===== config.mk =====
export PLATFORM = sky130hd
export DESIGN_NAME = pebl_loader
export DESIGN_NICKNAME = d
export VERILOG_FILES = /design/src/hdl/pebl_pkg.sv /design/src/hdl/pebl_pin_sync.sv /design/src/hdl/pebl_addr_stepper.sv /design/src/hdl/pebl_loader.sv
export SDC_FILE = /design/constraint.sdc
export NUM_CORES = 1
export LEC_CHECK = 0
export BUFFER_PORTS_ARGS = -buffer_cell sky130_fd_sc_hd__buf_2
export CAP_MARGIN = 15
export CORE_MARGIN = 2
export CORE_UTILIZATION = 64
export CTS_BUF_LIST = sky130_fd_sc_hd__clkbuf_4 sky130_fd_sc_hd__clkbuf_8 sky130_fd_sc_hd__clkbuf_16
export CTS_CLUSTER_DIAMETER = 150
export CTS_CLUSTER_SIZE = 28
export DETAILED_ROUTE_END_ITERATION = 6
export GPL_ROUTABILITY_DRIVEN = 1
export PLACE_DENSITY = 0.89
export REMOVE_ABC_BUFFERS = 1
export SYNTH_ARGS = -nofsm -noshare
export SYNTH_HDL_FRONTEND = slang
export SYNTH_SLANG_ARGS = --single-unit

===== constraint.sdc =====
create_clock -name i_clk_sys -period 6 [get_ports i_clk_sys]
set_input_delay 0.3 -clock i_clk_sys [delete_from_list [all_inputs] [get_ports i_clk_sys]]
set_output_delay 0.3 -clock i_clk_sys [all_outputs]
set_load 0.01 [all_outputs]

===== src/hdl/pebl_pkg.sv =====
// constants and types shared by the parallel eprom boot loader
package pebl_pkg;

  // address map
  localparam logic [15:0] RAM_FIRST = 16'h0100;
  localparam logic [15:0] CHAR_FIRST = 16'h0400;
  localparam logic [7:0] LOW_LAST = 8'hff;
  localparam logic [7:0] CHAR_END_HI = 8'h0b;
  localparam logic [7:0] PROG_FIRST_HI = 8'h20;
  localparam logic [7:0] PROG_END_HI = 8'h7f;
  localparam logic [15:0] VEC_FIRST = 16'h7ff0;
  localparam logic [7:0] VEC_END_HI = 8'h80;

  // mode switch codes on port c bits 3:2
  localparam logic [1:0] MODE_RUN_RAM = 2'h3;

  // sequencing counts
  localparam logic [1:0] PROG_PASSES = 2'h2;
  localparam logic [2:0] BOOT_CYC = 3'h4;
  localparam int unsigned RAM_WR_CYC = 1;

  // timing
  localparam int unsigned CLK_MHZ = 250;
  localparam int unsigned PROG_PULSE_US = 2000;
  localparam int unsigned PROG_PULSE_CYC = PROG_PULSE_US * CLK_MHZ;
  localparam int unsigned BLINK_HALF_MS = 250;
  localparam int unsigned BLINK_CYC = BLINK_HALF_MS * 1000 * CLK_MHZ;

  // on-chip memory request
  typedef struct packed {
    logic [15:0] addr;
    logic [7:0] wdata;
    logic we;
  } pebl_mem_req_t;

  typedef enum logic [12:0] {
    ST_BOOT = 13'h0001,
    ST_MODE = 13'h0002,
    ST_LAT_A = 13'h0004,
    ST_LAT_B = 13'h0008,
    ST_LAT_C = 13'h0010,
    ST_HS_RDY = 13'h0020,
    ST_HS_LOW = 13'h0040,
    ST_WRITE = 13'h0080,
    ST_CHECK = 13'h0100,
    ST_NEXT = 13'h0200,
    ST_PASS = 13'h0400,
    ST_FAIL = 13'h0800,
    ST_HALT = 13'h1000
  } pebl_state_t;

endpackage : pebl_pkg


===== src/hdl/pebl_pin_sync.sv =====
// three-stage pin synchroniser that accepts a change once stages two and three agree
`timescale 1ns/10ps
module pebl_pin_sync #(
  parameter int W = 11
) (
  // clock and reset
  input wire logic i_clk_sys,
  input wire logic i_rst,
  // pins and filtered result
  input wire logic [W-1:0] i_pin,
  output logic [W-1:0] o_sync
);

  logic [W-1:0] s1;
  logic [W-1:0] s2;
  logic [W-1:0] s3;

  always_ff @(posedge i_clk_sys) begin
    if (i_rst) begin
      s1 <= '0;
      s2 <= '0;
      s3 <= '0;
    end else begin
      s1 <= i_pin;
      s2 <= s1;
      s3 <= s2;
    end
  end

  genvar g;
  generate
    for (g = 0; g < W; g++) begin : g_bit
      always_ff @(posedge i_clk_sys) begin
        if (i_rst) begin
          o_sync[g] <= 1'b0;
        end else if (s2[g] == s3[g]) begin
          o_sync[g] <= s3[g];
        end
      end
    end
  endgenerate

endmodule : pebl_pin_sync


===== src/hdl/pebl_addr_stepper.sv =====
// next-address logic: page carry, range gaps and end detection
`timescale 1ns/10ps
module pebl_addr_stepper
  import pebl_pkg::*;
(
  // current address and mode
  input wire logic [15:0] i_addr,
  input wire logic i_ram_mode,
  // next address and flags
  output logic [15:0] o_next,
  output logic o_page,
  output logic o_done
);

  logic [7:0] hi_inc;

  always_comb begin
    hi_inc = i_addr[15:8] + 8'h01;
    o_next = {i_addr[15:8], i_addr[7:0] + 8'h01};
    o_page = 1'b0;
    o_done = 1'b0;
    if (i_addr[7:0] == LOW_LAST) begin
      o_page = 1'b1;
      if (i_ram_mode || hi_inc == VEC_END_HI) begin
        o_done = 1'b1;
      end else if (hi_inc == PROG_END_HI) begin
        o_next = VEC_FIRST;
      end else if (hi_inc == CHAR_END_HI) begin
        o_next = {PROG_FIRST_HI, 8'h00};
      end else begin
        o_next = {hi_inc, 8'h00};
      end
    end
  end

endmodule : pebl_addr_stepper


===== src/hdl/pebl_loader.sv =====
// Function
// - after reset start the loader and sample port c bits 2 and 3 for mode
// - both mode bits high: skip loading, jump to the ram program start
// - bit 2 high loads ram; bit 2 low programs+verifies (bit3 low) or verifies
// - before transfer set address bus and latched high byte to first char location, or to first ram location in ram load
// - port b is only an input data bus, never driven
// - ram load copies 256 bytes to same address, verifies, lights bit 7, stops
// - ram verify mismatch stalls forever presenting the failing address
// - ram load with bit 3 high ignores data, shows inverted ram on port d
// - bit 3 high at successful ram verify jumps to ram program instead of stop
// - eprom handling visits only the character, program and vector ranges
// - stepper carries low into high byte, skips gaps, ends after vectors
// - programming makes two passes with a 2 ms write pulse per byte
// - eprom verify lights bit 7 or stalls with failing address on port a and latch
// - before each port b read raise port c bit 1 and wait
// - bit 1 looped to bit 0 completes the handshake by itself
// - handshake ram load halts at first address, one step per bit 0 pulse
// - port d shows high address when programming, low seven bits in ram load
// - run led blinks while the loader is active
// - latch update: bit 5 high with high byte on port a, bit 5 low, restore low
`timescale 1ns/10ps
module pebl_loader
  import pebl_pkg::*;
#(
  parameter int unsigned PROG_PULSE_CYCLES = PROG_PULSE_CYC,
  parameter int unsigned BLINK_HALF_CYCLES = BLINK_CYC
) (
  // clock and reset
  input wire logic i_clk_sys,
  input wire logic i_rst,
  // external data bus and port c inputs
  input wire logic [7:0] i_port_b,
  input wire logic i_port_c_b0,
  input wire logic i_port_c_b2,
  input wire logic i_port_c_b3,
  // external address and port c outputs
  output logic [7:0] o_port_a,
  output logic o_port_c_b1,
  output logic o_port_c_b5,
  // indicators
  output logic [7:0] o_port_d,
  output logic o_run_led,
  // on-chip memory
  output pebl_mem_req_t o_mem,
  input wire logic [7:0] i_mem_rdata,
  // control transfer
  output logic o_jump_ram,
  output logic o_stop
);

  localparam int PULSE_I = int'(PROG_PULSE_CYCLES);

  pebl_state_t st;
  logic [10:0] pin_s;
  logic b0_s;
  logic b2_s;
  logic b3_s;
  logic [7:0] pb_s;
  logic [15:0] addr;
  logic ram_mode;
  logic verifying;
  logic [1:0] pass_cnt;
  logic [7:0] data;
  logic [23:0] wcnt;
  logic [23:0] wlen;
  logic [2:0] boot_cnt;
  logic [25:0] blink_cnt;
  logic pass_led;
  logic view;
  logic running;
  logic [15:0] step_next;
  logic step_page;
  logic step_done;
  logic [7:0] disp;

  // port b and port c bits 0, 2 and 3 enter through the synchroniser only
  pebl_pin_sync #(
    .W(11)
  ) u_sync (
    .i_clk_sys(i_clk_sys),
    .i_rst(i_rst),
    .i_pin({i_port_c_b3, i_port_c_b2, i_port_c_b0, i_port_b}),
    .o_sync(pin_s)
  );

  assign pb_s = pin_s[7:0];
  assign b0_s = pin_s[8];
  assign b2_s = pin_s[9];
  assign b3_s = pin_s[10];

  pebl_addr_stepper u_step (
    .i_addr(addr),
    .i_ram_mode(ram_mode),
    .o_next(step_next),
    .o_page(step_page),
    .o_done(step_done)
  );

  assign view = ram_mode & b3_s;
  assign wlen = ram_mode ? 24'(RAM_WR_CYC) : 24'(PROG_PULSE_CYCLES);
  assign running = !(st inside {ST_PASS, ST_FAIL, ST_HALT});

  // settle the synchroniser before the mode sample
  always_ff @(posedge i_clk_sys) begin
    if (i_rst) begin
      boot_cnt <= 3'h0;
    end else if (st == ST_BOOT) begin
      boot_cnt <= boot_cnt + 3'h1;
    end
  end

  // main sequencer
  always_ff @(posedge i_clk_sys) begin
    if (i_rst) begin
      st <= ST_BOOT;
    end else begin
      case (st)
        ST_BOOT: begin
          if (boot_cnt == BOOT_CYC - 3'h1) begin
            st <= ST_MODE;
          end
        end
        ST_MODE: begin
          if ({b3_s, b2_s} == MODE_RUN_RAM) begin
            st <= ST_HALT;
          end else begin
            st <= ST_LAT_A;
          end
        end
        ST_LAT_A: st <= ST_LAT_B;
        ST_LAT_B: st <= ST_LAT_C;
        ST_LAT_C: st <= ST_HS_RDY;
        ST_HS_RDY: begin
          if (b0_s) begin
            st <= ST_HS_LOW;
          end
        end
        ST_HS_LOW: begin
          if (!b0_s) begin
            if (view) begin
              st <= ST_NEXT;
            end else if (verifying) begin
              st <= ST_CHECK;
            end else begin
              st <= ST_WRITE;
            end
          end
        end
        ST_WRITE: begin
          if (wcnt == wlen - 24'h1) begin
            st <= ST_NEXT;
          end
        end
        ST_CHECK: begin
          if (i_mem_rdata != data) begin
            st <= ST_FAIL;
          end else begin
            st <= ST_NEXT;
          end
        end
        ST_NEXT: begin
          if (step_done && verifying) begin
            st <= ST_PASS;
          end else if (step_done || step_page) begin
            st <= ST_LAT_A;
          end else begin
            st <= ST_HS_RDY;
          end
        end
        ST_PASS: begin
          if (ram_mode && !b3_s) begin
            st <= ST_HALT;
          end else begin
            st <= ST_HALT;
          end
        end
        ST_FAIL: st <= ST_FAIL;
        ST_HALT: st <= ST_HALT;
        default: st <= ST_BOOT;
      endcase
    end
  end

  // mode, pass and address state
  always_ff @(posedge i_clk_sys) begin
    if (i_rst) begin
      addr <= CHAR_FIRST;
      ram_mode <= 1'b0;
      verifying <= 1'b0;
      pass_cnt <= 2'h0;
    end else if (st == ST_MODE) begin
      ram_mode <= b2_s;
      verifying <= !b2_s && b3_s;
      pass_cnt <= 2'h0;
      addr <= b2_s ? RAM_FIRST : CHAR_FIRST;
    end else if (st == ST_NEXT) begin
      if (step_done) begin
        addr <= ram_mode ? RAM_FIRST : CHAR_FIRST;
        if (!verifying) begin
          pass_cnt <= pass_cnt + 2'h1;
          verifying <= ram_mode || (pass_cnt == PROG_PASSES - 2'h1);
        end
      end else begin
        addr <= step_next;
      end
    end
  end

  // data capture on the strobe, held through its low phase
  always_ff @(posedge i_clk_sys) begin
    if (i_rst) begin
      data <= 8'h00;
    end else if (st == ST_HS_RDY && b0_s) begin
      data <= pb_s;
    end
  end

  // write pulse timer
  always_ff @(posedge i_clk_sys) begin
    if (i_rst) begin
      wcnt <= 24'h0;
    end else if (st == ST_WRITE) begin
      wcnt <= wcnt + 24'h1;
    end else begin
      wcnt <= 24'h0;
    end
  end

  // on-chip memory port
  always_ff @(posedge i_clk_sys) begin
    if (i_rst) begin
      o_mem <= '0;
    end else begin
      o_mem.addr <= addr;
      o_mem.wdata <= data;
      o_mem.we <= (st == ST_HS_LOW && !b0_s && !view && !verifying) ||
                  (st == ST_WRITE && wcnt != wlen - 24'h1);
    end
  end

  // external address bus and high-byte latch strobe
  always_ff @(posedge i_clk_sys) begin
    if (i_rst) begin
      o_port_a <= 8'h00;
      o_port_c_b5 <= 1'b0;
    end else begin
      o_port_c_b5 <= (st == ST_LAT_A);
      if (st == ST_LAT_A || st == ST_LAT_B) begin
        o_port_a <= addr[15:8];
      end else begin
        o_port_a <= addr[7:0];
      end
    end
  end

  // ready indication toward the data source
  always_ff @(posedge i_clk_sys) begin
    if (i_rst) begin
      o_port_c_b1 <= 1'b0;
    end else begin
      o_port_c_b1 <= (st == ST_HS_RDY) && !b0_s;
    end
  end

  // progress and verify display
  always_comb begin
    if (view) begin
      disp = ~i_mem_rdata;
    end else if (ram_mode) begin
      disp = {1'b0, addr[6:0]};
    end else begin
      disp = {1'b0, addr[14:8]};
    end
  end

  always_ff @(posedge i_clk_sys) begin
    if (i_rst) begin
      pass_led <= 1'b0;
    end else if (st == ST_PASS) begin
      pass_led <= 1'b1;
    end
  end

  always_ff @(posedge i_clk_sys) begin
    if (i_rst) begin
      o_port_d <= 8'h00;
    end else begin
      o_port_d <= {pass_led || st == ST_PASS || (view && disp[7]), disp[6:0]};
    end
  end

  // run led blink
  always_ff @(posedge i_clk_sys) begin
    if (i_rst) begin
      blink_cnt <= 26'h0;
      o_run_led <= 1'b0;
    end else if (!running) begin
      blink_cnt <= 26'h0;
      o_run_led <= 1'b0;
    end else if (blink_cnt == 26'(BLINK_HALF_CYCLES - 1)) begin
      blink_cnt <= 26'h0;
      o_run_led <= !o_run_led;
    end else begin
      blink_cnt <= blink_cnt + 26'h1;
    end
  end

  // control transfer outputs
  always_ff @(posedge i_clk_sys) begin
    if (i_rst) begin
      o_jump_ram <= 1'b0;
      o_stop <= 1'b0;
    end else begin
      o_jump_ram <= (st == ST_MODE && {b3_s, b2_s} == MODE_RUN_RAM) ||
                    (st == ST_PASS && ram_mode && b3_s) || o_jump_ram;
      o_stop <= (st == ST_PASS && !(ram_mode && b3_s)) || o_stop;
    end
  end

  // checks
  logic [23:0] we_len;

  always_ff @(posedge i_clk_sys) begin
    if (i_rst) begin
      we_len <= 24'h0;
    end else if (o_mem.we) begin
      we_len <= we_len + 24'h1;
    end else begin
      we_len <= 24'h0;
    end
  end
endmodule : pebl_loader


==> metrics.yaml, run 1 <==
logic_synthesis:
  synth_ff_type: "dfxtp_1"
  netlist_area_um2: 7690
  synth_edf_count: 0
  synth_seq_cells: 185
  async_reset_ff_share_pct: 0
  ys_seq_area_share_pct: 48.16
  ys_warn_count: 0
  yosys.cell_types.count: 70
  synth_cells: 843
  avgSynthCellArea_um2: 9.122
setup_path:
  required_ns: 6.28
  critical_path_arrival_ns: 2.87
  critPathBufInv: 0
  critPathMaxFanout: 26
  crit_path_top_delay_cell: "or3_1"
  cp-end-kind: "register"
  cp_cell_sequence: "nor4_1 -> nand3_1 -> nor2_1 -> or3_1 -> nor2_1"
  startpoint_type: "register"
  crit_type: "reg -> reg"
  crit_family: "simple AND/OR/NAND/NOR gates"
  cpPeakStageDelay_ns: 0.70
  worst_path_most_repeated_cell: "nor2_1"
cts:
  cts_sinks: 185
  ctsLongestPathBuffers: 2
  clk_pin_slew_ns: 0.07
  worstSkewPairLatency_ns: 0.44
  cts_tree: "done"
  cts_buffers: 17
  htree_levels: 4
  cts_resized: 0
  cts-root-buf: "clkbuf_16"
  hold_buffers: 0
  post_cts.repair.setup_buffers: 0
cells_and_area:
  fin_nets: 920
  finish.utilization_pct: 72.26
  stdcell_area_um2: 8571
  regArea_um2: 3704
  drive_gt1_share_pct: 12.94
  n_antenna_cell: 0
  fillers: 888
  multi_input_area_um2: 3702
  areaGrowthSynthToFinish_pct: 11.45
global_routing:
  grt_max_degree: 65
  grt_overflow: 0
  antenna_found_initial: 0
  grt_usage_pct: 24.98
  grt_pass1_wl_um: 26060
  grt_pass1_vias: 5560
timing:
  slew-limit-headroom_pct: 43.83
  fin_tns_setup_ns: 0
  finClkSkew_ns: 0.01143
  maxSlewViolCount: 0
  clock.fmax_ghz: 0.3863
  finalSetupViolations: 0
  period_minus_slack_ns: 2.588
  rsz0062_at_grt: "false"
  final_hold_viol_count: 0
  tightest_slew_ns: 0.8426
  period_share_pct: 43.14
power:
  p_int_mw: 1.882
  switching_share_pct: 25.13
  p_switching_mw: 0.6317
  p_leak_nw: 3.209
  pwr-share-seq_pct: 50.7
  p_total_mw: 2.514
  clkPwrFrac_pct: 42.4
  power.density_nw_per_um2: 293.3
  combPwrFrac_pct: 6.8
  peakVddDrop_mv: 0.2693
worst_hold_path:
  hp-class: "in -> reg"
flow_run:
  drv_cap: 0
die:
  initial_core_util_pct: 64.83
  io_pins: 67
  die_area_um2: 12910
  num_rows: 40
  die_y_um: 113.6
  die_w_um: 113.6
  core_area_um2: 11860
placement:
  hpwl_um: 10370
  placed_cell_area_um2: 8001
  gp_congestion: 0.9227
  portBuffers: 66
route:
  drt_iter0_drc: 512
  viasPerCell: 5.769
  drtAntennaViolNets: 0
  drc_errors: 0
  vias: 6063
  drtPass1Iterations: 5
  wl_per_cell_um: 14.67
  wl_um: 15420
outcome:
  status: "completed"
-- layout make-up --
| class | count | area share [%] |
|---|---|---|
| Clock buffer | 19 | 5.139 |
| Clock inverter | 13 | 1.504 |
| Inverter | 17 | 0.7445 |
| Multi-Input combinational cell | 602 | 43.20 |
| Sequential cell | 185 | 43.21 |
| Tap cell | 147 | 2.146 |
| Timing Repair Buffer | 68 | 4.058 |
-- worst reg2reg max path: stages, from the launching register on --
cell     delay [ns]
dfxtp_1        0.40
nor4_1         0.56
nand3_1        0.33
nor2_1         0.30
or3_1          0.70
nor2_1         0.15
-- per-layer routing --
| metal | part of all wire [%] | routed length (µm) | vias to the layer above | GRT usage (%) |
|---|---|---|---|---|
| met2 | 46 | 7093 | 197 | 39.40 |
| met1 | 45 | 6936 | 2823 | 33.20 |
| met4 | 2.2 | 342 | 0 | 10.49 |
| met3 | 6.8 | 1048 | 34 | 5.845 |
| met5 | 0 | 0 | - | 0 |
| li1 | - | - | 3009 | - |
-- worst paths after layout --
kind / from / end / slack [ns] / cells past startpoint
max: st[6] / blink_cnt[8] / 3.41 / 5
min: i_port_b[1] / u_sync.s1[1] / 0.07 / 2
max reg2reg: st[6] / blink_cnt[8] / 3.41 / 5
min reg2reg: u_sync.s3[8] / u_sync.o_sync[8] / 0.44 / 2
-- synthesized netlist by cell type (3+ instances only) --
library cell,count,area share (%)
a21oi_1,45,2.9
nor4_1,17,1.4
o211ai_1,5,0.49
or2_2,3,0.24
nor2_1,105,5.1
xnor2_1,39,4.4
clkbuf_1,20,0.98
nand3_1,26,1.7
ha_1,8,1.3
inv_1,17,0.83
and3_1,9,0.73
nand4b_1,3,0.34
buf_2,6,0.39
and4_1,10,1.1
nand2b_1,10,0.81
xor2_1,30,3.4
a211oi_1,4,0.39
nor2b_1,59,4.8
nand4_1,14,1.1
nor4b_1,9,1.0
a2111oi_0,3,0.34
nand3b_1,5,0.49
and2_1,5,0.41
a21o_1,3,0.29
a31oi_1,9,0.73
mux2i_1,18,2.3
o31ai_1,3,0.29
nand2_1,61,3.0
o21ai_0,33,2.1
dfxtp_1,185,48
nor3_1,26,1.7
buf_1,6,0.29
-- kinds of logic after synthesis --
group                      Yosys count  synth area share (%)
buffers and inverters               56                 3.693
muxes                               18                 2.343
and+or+nand+nor                    384                 26.83
AOI/OAI and AO/OA                  123                 9.812
xor gates and xnor gates            69                 7.859
DFF                                185                 48.16
adders and majority gates            8                 1.302
-- sequential cells by signal, indices dropped and copies added, names as in the netlist, 11 cells and up --
signal,flops
blink_cnt,26
o_mem,25
wcnt,24
addr,16
st,13
u_sync.o_sync,11
u_sync.s1,11
u_sync.s2,11
u_sync.s3,11
-- metrics by stage --
stage / std cells / hold WS [ns] / setup slack (ns)
after global routing: 1051 / 0.05714 / 3.011
after floorplan: 804 / 0.3667 / 3.572
final: 1051 / 0.06529 / 3.412
after global placement: 1019 / 0.4156 / 3.580
after CTS: 1051 / 0.05569 / 3.424
after detailed placement: 1019 / 0.4274 / 3.433
-- power by group through the flow --
stage / Clock (mW) / Sequential (mW) / Combinational, mW
4_1_cts: 1.08 / 1.28 / 0.170
3_5_place_dp: 0 / 1.30 / 0.169
3_3_place_gp: 0 / 1.30 / 0.164
2_1_floorplan: 0 / 1.30 / 0.119
6_report: 1.07 / 1.28 / 0.172
5_1_grt: 1.14 / 1.28 / 0.192
-- layout by cell type, fill, tap and decap left out, drive strengths merged, types with 10 or more instances in the layout --
cell type	Yosys	final
a21oi	45	45
and4	10	10
buf	15	68
clkbuf	22	19
dfxtp	185	185
inv	17	25
mux2i	18	18
nand2	61	61
nand2b	11	11
nand3	26	26
nand4	15	15
nor2	106	106
nor2b	59	59
nor3	29	29
nor4	17	17
o21ai	34	34
xnor2	39	39
xor2	30	30
Power figures use the tool's default switching activity.
==> inputs of run 2 (changes only) <==
CORE_UTILIZATION = 53   (was 64)
PLACE_DENSITY = 0.79   (was 0.89)
clock period = 2.2 ns   (was 6 ns; I/O delays follow)
==> run 2 against run 1 <==
Non-clock buffer count increased by 50; wire length increased by 5.3%; die area increased by 20%; worst hold slack got worse by 0.0061 ns; sequential share of layout area decreased by 2.5 points; final cell count increased by 8.3%; critical endpoint is now wcnt[22]; first-iteration DRC count increased by 8.6%; register-to-register slack got worse by 3.3 ns; highest routed layer unchanged; via count increased by 2.5%; count of clock-buffer cells in the layout decreased by 2.
==> metrics.yaml, run 2 (synthesis results as in run 1) <==
outcome:
  status: "completed"  # unchanged
route:
  drt_iter0_drc: 556  # was 512
  vias: 6217  # was 6,063
  drtPass1Iterations: 5  # unchanged
  drc_errors: 0  # unchanged
  viasPerCell: 5.463  # was 5.769
  wl_um: 16240  # was 15,420 µm
  drtAntennaViolNets: 0  # unchanged
  wl_per_cell_um: 14.27  # was 14.67 µm
setup_path:
  crit_path_top_delay_cell: "or4_4"  # was or3_1
  crit_start: "st[0]"  # was st[6]
  critPathBufInv: 0  # unchanged
  critical_path_arrival_ns: 2.42  # was 2.87 ns
  crit_family: "simple AND/OR/NAND/NOR gates"  # unchanged
  critPathMaxFanout: 24  # was 26
  cp-end-kind: "register"  # unchanged
  r2r-start: "st[0]"  # was st[6]
  required_ns: 2.56  # was 6.28 ns
  cpPeakStageDelay_ns: 0.59  # was 0.70 ns
  startpoint_type: "register"  # unchanged
  cp_cell_sequence: "or4_4 -> nor3_4 -> nand4b_1 -> nand2b_4 -> nor2_1"  # was nor4_1 -> nand3_1 -> nor2_1 -> or3_1 -> nor2_1
  crit_type: "reg -> reg"  # unchanged
timing:
  maxSlewViolCount: 0  # unchanged
  rsz0062_at_grt: "true"  # was false
  finClkSkew_ns: 0.008128  # was 0.01143 ns
  slew-limit-headroom_pct: 55.04  # was 43.83%
  hold_slack_ns: 0.05916  # was 0.06529 ns
  clock.fmax_ghz: 0.4848  # was 0.3863 GHz
  period_minus_slack_ns: 2.063  # was 2.588 ns
  finalSetupViolations: 0  # unchanged
  final_hold_viol_count: 0  # unchanged
  tightest_slew_ns: 0.6695  # was 0.8426 ns
  period_share_pct: 93.75  # was 43.14%
cells_and_area:
  top_regs: "blink_cnt (26), o_mem (25), wcnt (24)"  # unchanged
  drive_gt1_share_pct: 16.67  # was 12.94%
  largest_reg_flops: 26  # unchanged
  final_common_cell: "dfxtp_1"  # unchanged
  areaGrowthSynthToFinish_pct: 18.34  # was 11.45%
  fin_nets: 970  # was 920
  layout_common_cells: "dfxtp_1, nor2_1, buf_2"  # unchanged
  top_register: "blink_cnt"  # unchanged
  stdcell_area_um2: 9100  # was 8571 µm²
  n_antenna_cell: 0  # unchanged
power:
  clkPwrFrac_pct: 43.4  # was 42.4%
  power.density_nw_per_um2: 776.2  # was 293.3 nW/µm²
  switching_share_pct: 25.16  # was 25.13%
  peakVddDrop_mv: 0.7699  # was 0.2693 mV
  p_int_mw: 5.286  # was 1.882 mW
  combPwrFrac_pct: 7.4  # was 6.8%
  p_switching_mw: 1.777  # was 0.6317 mW
  p_leak_nw: 3.482  # was 3.209 nW
  pwr-share-seq_pct: 49.2  # was 50.7%
global_routing:
  grt_pass1_vias: 5765  # was 5,560
  grt_util_met3_pct: 5.241  # was 5.845%
  grt_pass1_wl_um: 27670  # was 26,060 µm
  grt_overflow: 0  # unchanged
  use_met2_pct: 33.20  # was 39.40%
  gr-usage-met1_pct: 29.77  # was 33.20%
  antenna_found_initial: 0  # unchanged
  grt_usage_pct: 21.64  # was 24.98%
  grt_max_degree: 56  # was 65
  top_usage_layer: "met2"  # unchanged
cts:
  cts_sinks: 185  # unchanged
  cts_buffers: 17  # unchanged
  ctsLongestPathBuffers: 2  # unchanged
  htree_levels: 4  # unchanged
  post_cts.repair.setup_buffers: 0  # unchanged
  worstSkewPairLatency_ns: 0.43  # was 0.44 ns
  cts_tree: "done"  # unchanged
  cts-root-buf: "clkbuf_16"  # unchanged
  clk_pin_slew_ns: 0.07  # about the same
placement:
  placed_cell_area_um2: 8338  # was 8001 µm²
  portBuffers: 66  # unchanged
  hpwl_um: 11290  # was 10,370 µm
  gp_congestion: 0.9516  # was 0.9227
die:
  io_pins: 67  # unchanged
  core_area_um2: 14370  # was 11,860 µm²
  num_rows: 44  # was 40
  die_area_um2: 15490  # was 12,910 µm²
  die_y_um: 124.5  # was 113.6 µm
  die_w_um: 124.5  # was 113.6 µm
  initial_core_util_pct: 53.52  # was 64.83%
worst_hold_path:
  hp-class: "in -> reg"  # unchanged
  hp-start: "i_mem_rdata[3]"  # was i_port_b[1]
flow_run:
  drv_cap: 0  # unchanged
-- run 2: stage by stage --
stage / setup TNS, ns / setup slack [ns] / utilization (%) / power (mW) / std cells
2_1_floorplan: -1.665 / -0.2276 / - / 3.867 / 804
3_3_place_gp: 0 / 0.1593 / 58.03 / 4.023 / 1093
3_5_place_dp: 0 / 0.06936 / 58.03 / 4.041 / 1093
4_1_cts: 0 / 0.04032 / 63.17 / 7.115 / 1138
5_1_grt: -0.02221 / -0.01263 / 63.33 / 7.353 / 1138
6_report: 0 / 0.1374 / 63.33 / 7.064 / 1138
-- run 2: what timing repair did --
action                                  4_1_cts  5_1_grt
endpoints found under the hold margin        14        0
gates resized for setup                       0        8
endpoints found under the setup margin        0       38
hold buffers                                 13        0
-- run 2: worst min-delay path, cell delays in order --
cell and delay [ns]:
buf_2 0.10, a21oi_1 0.06, mux2i_1 0.12, nor2_1 0.05
-- run 2: worst paths after layout --
path,endpoint,slack (ns),cells after the start
worst max register to register,wcnt[22],0.14,5
worst min-delay path,o_port_d[3],0.06,4
worst min register to register,u_sync.s2[0],0.44,1
worst max-delay path,wcnt[22],0.14,5
-- run 2: cell type report --
class | instances | area, µm²
clock buffer | 17 | 425.4
fill | 1185 | 5269
inverter | 17 | 67.56
tap | 184 | 230.2
multi-input combinational | 602 | 3722
clock inverter | 15 | 182.7
timing repair buffer | 118 | 768.2
sequential | 185 | 3704
-- run 2: routing by layer --
layer	part of all wire (%)	wire length, µm
met5	0	0
met4	1.8	285
met3	5.8	948
met2	46	7457
met1	46	7552
-- run 2: power by group through the flow --
| stage | Clock (mW) | Sequential, mW | Combinational [mW] |
|---|---|---|---|
| after global routing | 3.28 | 3.49 | 0.584 |
| final | 3.06 | 3.48 | 0.522 |
| after global placement | 0 | 3.55 | 0.477 |
| after CTS | 3.13 | 3.48 | 0.510 |
| after floorplan | 0 | 3.54 | 0.325 |
| after detailed placement | 0 | 3.55 | 0.489 |
==> inputs of run 3 (changes only) <==
CORE_UTILIZATION = 25   (was 53)
PLACE_DENSITY = 0.45   (was 0.79)
==> run 3 against run 2 <==
Cell area up 4.1%; count of clock-buffer cells in the layout is the same; setup slack better by 0.021 ns; sequential share of layout area fell by 1.6 points; maximum frequency is 1.0% higher; flip-flop and latch count unchanged; clock power is 10% higher; die area is 110% higher; first-iteration DRC count fell by 43%; largest cell class unchanged; highest routed layer unchanged.
==> metrics.yaml, run 3 (synthesis results as in run 1) <==
timing:
  period_minus_slack_ns: 2.042  # was 2.063 ns
  slew-limit-headroom_pct: 41.78  # was 55.04%
  maxSlewViolCount: 0  # unchanged
  rsz0062_at_grt: "false"  # was true
  hold_slack_ns: 0.05301  # was 0.05916 ns
  fin_tns_setup_ns: 0  # unchanged
  finalSetupViolations: 0  # unchanged
  tightest_slew_ns: 0.8733  # was 0.6695 ns
  finClkSkew_ns: 0.01677  # was 0.008128 ns
  clock.fmax_ghz: 0.4898  # was 0.4848 GHz
  fin_ws_ns: 0.1582  # was 0.1374 ns
  period_share_pct: 92.81  # was 93.75%
  final_hold_viol_count: 0  # unchanged
route:
  drtPass1Iterations: 5  # unchanged
  drc_errors: 0  # unchanged
  drtAntennaViolNets: 0  # unchanged
  drt_iter0_drc: 318  # was 556
  wl_per_cell_um: 13.53  # was 14.27 µm
  vias: 6002  # was 6,217
  viasPerCell: 4.413  # was 5.463
  wl_um: 18400  # was 16,240 µm
setup_path:
  crit_type: "reg -> reg"  # unchanged
  cp-end-kind: "register"  # unchanged
  r2r_setup_slack_ns: 0.16  # was 0.14 ns
  critical_path_arrival_ns: 2.37  # was 2.42 ns
  r2r-start: "st[5]"  # was st[0]
  worstReg2RegEnd: "addr[2]"  # was wcnt[22]
  r2r_cells: 5  # unchanged
  critPathMaxFanout: 9  # was 24
  startpoint_type: "register"  # unchanged
  required_ns: 2.53  # was 2.56 ns
die:
  initial_core_util_pct: 25.27  # was 53.52%
  num_rows: 64  # was 44
  io_pins: 67  # unchanged
  die_area_um2: 32180  # was 15,490 µm²
  die_y_um: 179.4  # was 124.5 µm
  core_area_um2: 30430  # was 14,370 µm²
  die_w_um: 179.4  # was 124.5 µm
cells_and_area:
  stdcell_area_um2: 9474  # was 9100 µm²
  final_common_cell: "dfxtp_1"  # unchanged
  fillers: 3195  # was 1,185
  n_antenna_cell: 0  # unchanged
  top_regs: "blink_cnt (26), o_mem (25), wcnt (24)"  # unchanged
  areaGrowthSynthToFinish_pct: 23.20  # was 18.34%
  instances_no_fill: 1360  # was 1,138
  largest_reg_flops: 26  # unchanged
  finish.utilization_pct: 31.13  # was 63.33%
  layout_common_cells: "dfxtp_1, nor2_1, buf_2"  # unchanged
  fin_nets: 980  # was 970
  drive_gt1_share_pct: 17.01  # was 16.67%
  top_register: "blink_cnt"  # unchanged
cts:
  worstSkewPairLatency_ns: 0.45  # was 0.43 ns
  ctsLongestPathBuffers: 2  # unchanged
  cts_tree: "done"  # unchanged
  cts_sinks: 185  # unchanged
  cts_buffers: 17  # unchanged
  clk_pin_slew_ns: 0.08  # was 0.07 ns
  cts-root-buf: "clkbuf_16"  # unchanged
  htree_levels: 4  # unchanged
worst_hold_path:
  hold_path_depth: 4  # unchanged
  hp-start: "i_mem_rdata[3]"  # unchanged
  hp-class: "in -> reg"  # unchanged
  whs_endpoint: "o_port_d[3]"  # unchanged
placement:
  place_ws_ns: 0.09780  # was 0.06936 ns
  dpl.cell_count: 1314  # was 1,093
  gp_congestion: 0.8110  # was 0.9516
  portBuffers: 66  # unchanged
  placed_cell_area_um2: 8671  # was 8338 µm²
  hpwl_um: 12990  # was 11,290 µm
flow_run:
  drv_cap: 0  # unchanged
global_routing:
  grt_usage_pct: 11.71  # was 21.64%
  grt_max_degree: 86  # was 56
  grt_pass1_wl_um: 29330  # was 27,670 µm
  grt_pass1_vias: 5544  # was 5,765
  grt_overflow: 0  # unchanged
  antenna_found_initial: 0  # unchanged
power:
  p_total_mw: 7.376  # was 7.064 mW
  p_leak_nw: 3.545  # was 3.482 nW
  power.density_nw_per_um2: 778.5  # was 776.2 nW/µm²
  peakVddDrop_mv: 0.5265  # was 0.7699 mV
outcome:
  status: "completed"  # unchanged
==> run 3: cell count changes in the layout (fill, tap and decap cells not counted), sizes merged <==
cell and change:
buf +10, inv -2, bufinv +2, clkinv +1
clkinvlp -1
==> run 3: worst max-delay path, cell delays in order, from the launching register on <==
cell and delay [ns]:
dfxtp_1 0.37, or4_4 0.59, or4_4 0.56, nor3b_2 0.20
xnor2_1 0.16, nor2_2 0.04
==> run 3: how the worst max path moves through the flow <==
stage | from | end | slack [ns] | depth (start not counted)
2_1_floorplan | st[4] | addr[12] | -0.23 | 5
3_3_place_gp | st[0] | wcnt[15] | 0.11 | 5
3_5_place_dp | st[0] | st[8] | 0.1 | 5
4_1_cts | st[0] | st[8] | 0.09 | 5
5_1_grt | st[0] | st[8] | 0.0005 | 6
6_report | st[5] | addr[2] | 0.16 | 5
==> run 3: final cells by class <==
class / instances / area [µm²] / share of cell area, %
multi-input combinational: 602 / 3710 / 39.16
clock buffer: 17 / 425.4 / 4.490
inverter: 17 / 63.81 / 0.6735
timing repair buffer: 128 / 843.3 / 8.901
sequential: 185 / 3704 / 39.09
clock inverter: 15 / 232.7 / 2.456
tap: 396 / 495.5 / 5.230
==> run 3: power breakdown <==
| part | total, mW | switching (mW) | internal, mW |
|---|---|---|---|
| clock | 3.37 | 1.51 | 1.86 |
| sequential | 3.48 | 0.0558 | 3.42 |
| combinational | 0.530 | 0.288 | 0.242 |
| total | 7.38 | 1.85 | 5.52 |
==> run 3: what timing repair did <==
item                                    4_1_cts  5_1_grt
endpoints found under the hold margin        16        0
buffers inserted                              0        1
endpoints found under the setup margin        0       31
resized for setup                             0        2
hold buffers                                 13        0
==> run 3: routing by layer <==
layer,global-route usage [%],vias up,share of wire (%)
met1,16.54,2776,52
met3,2.679,12,3.4
li1,-,3140,-
met2,17.29,74,43
met4,4.435,0,1.3
met5,0,-,0
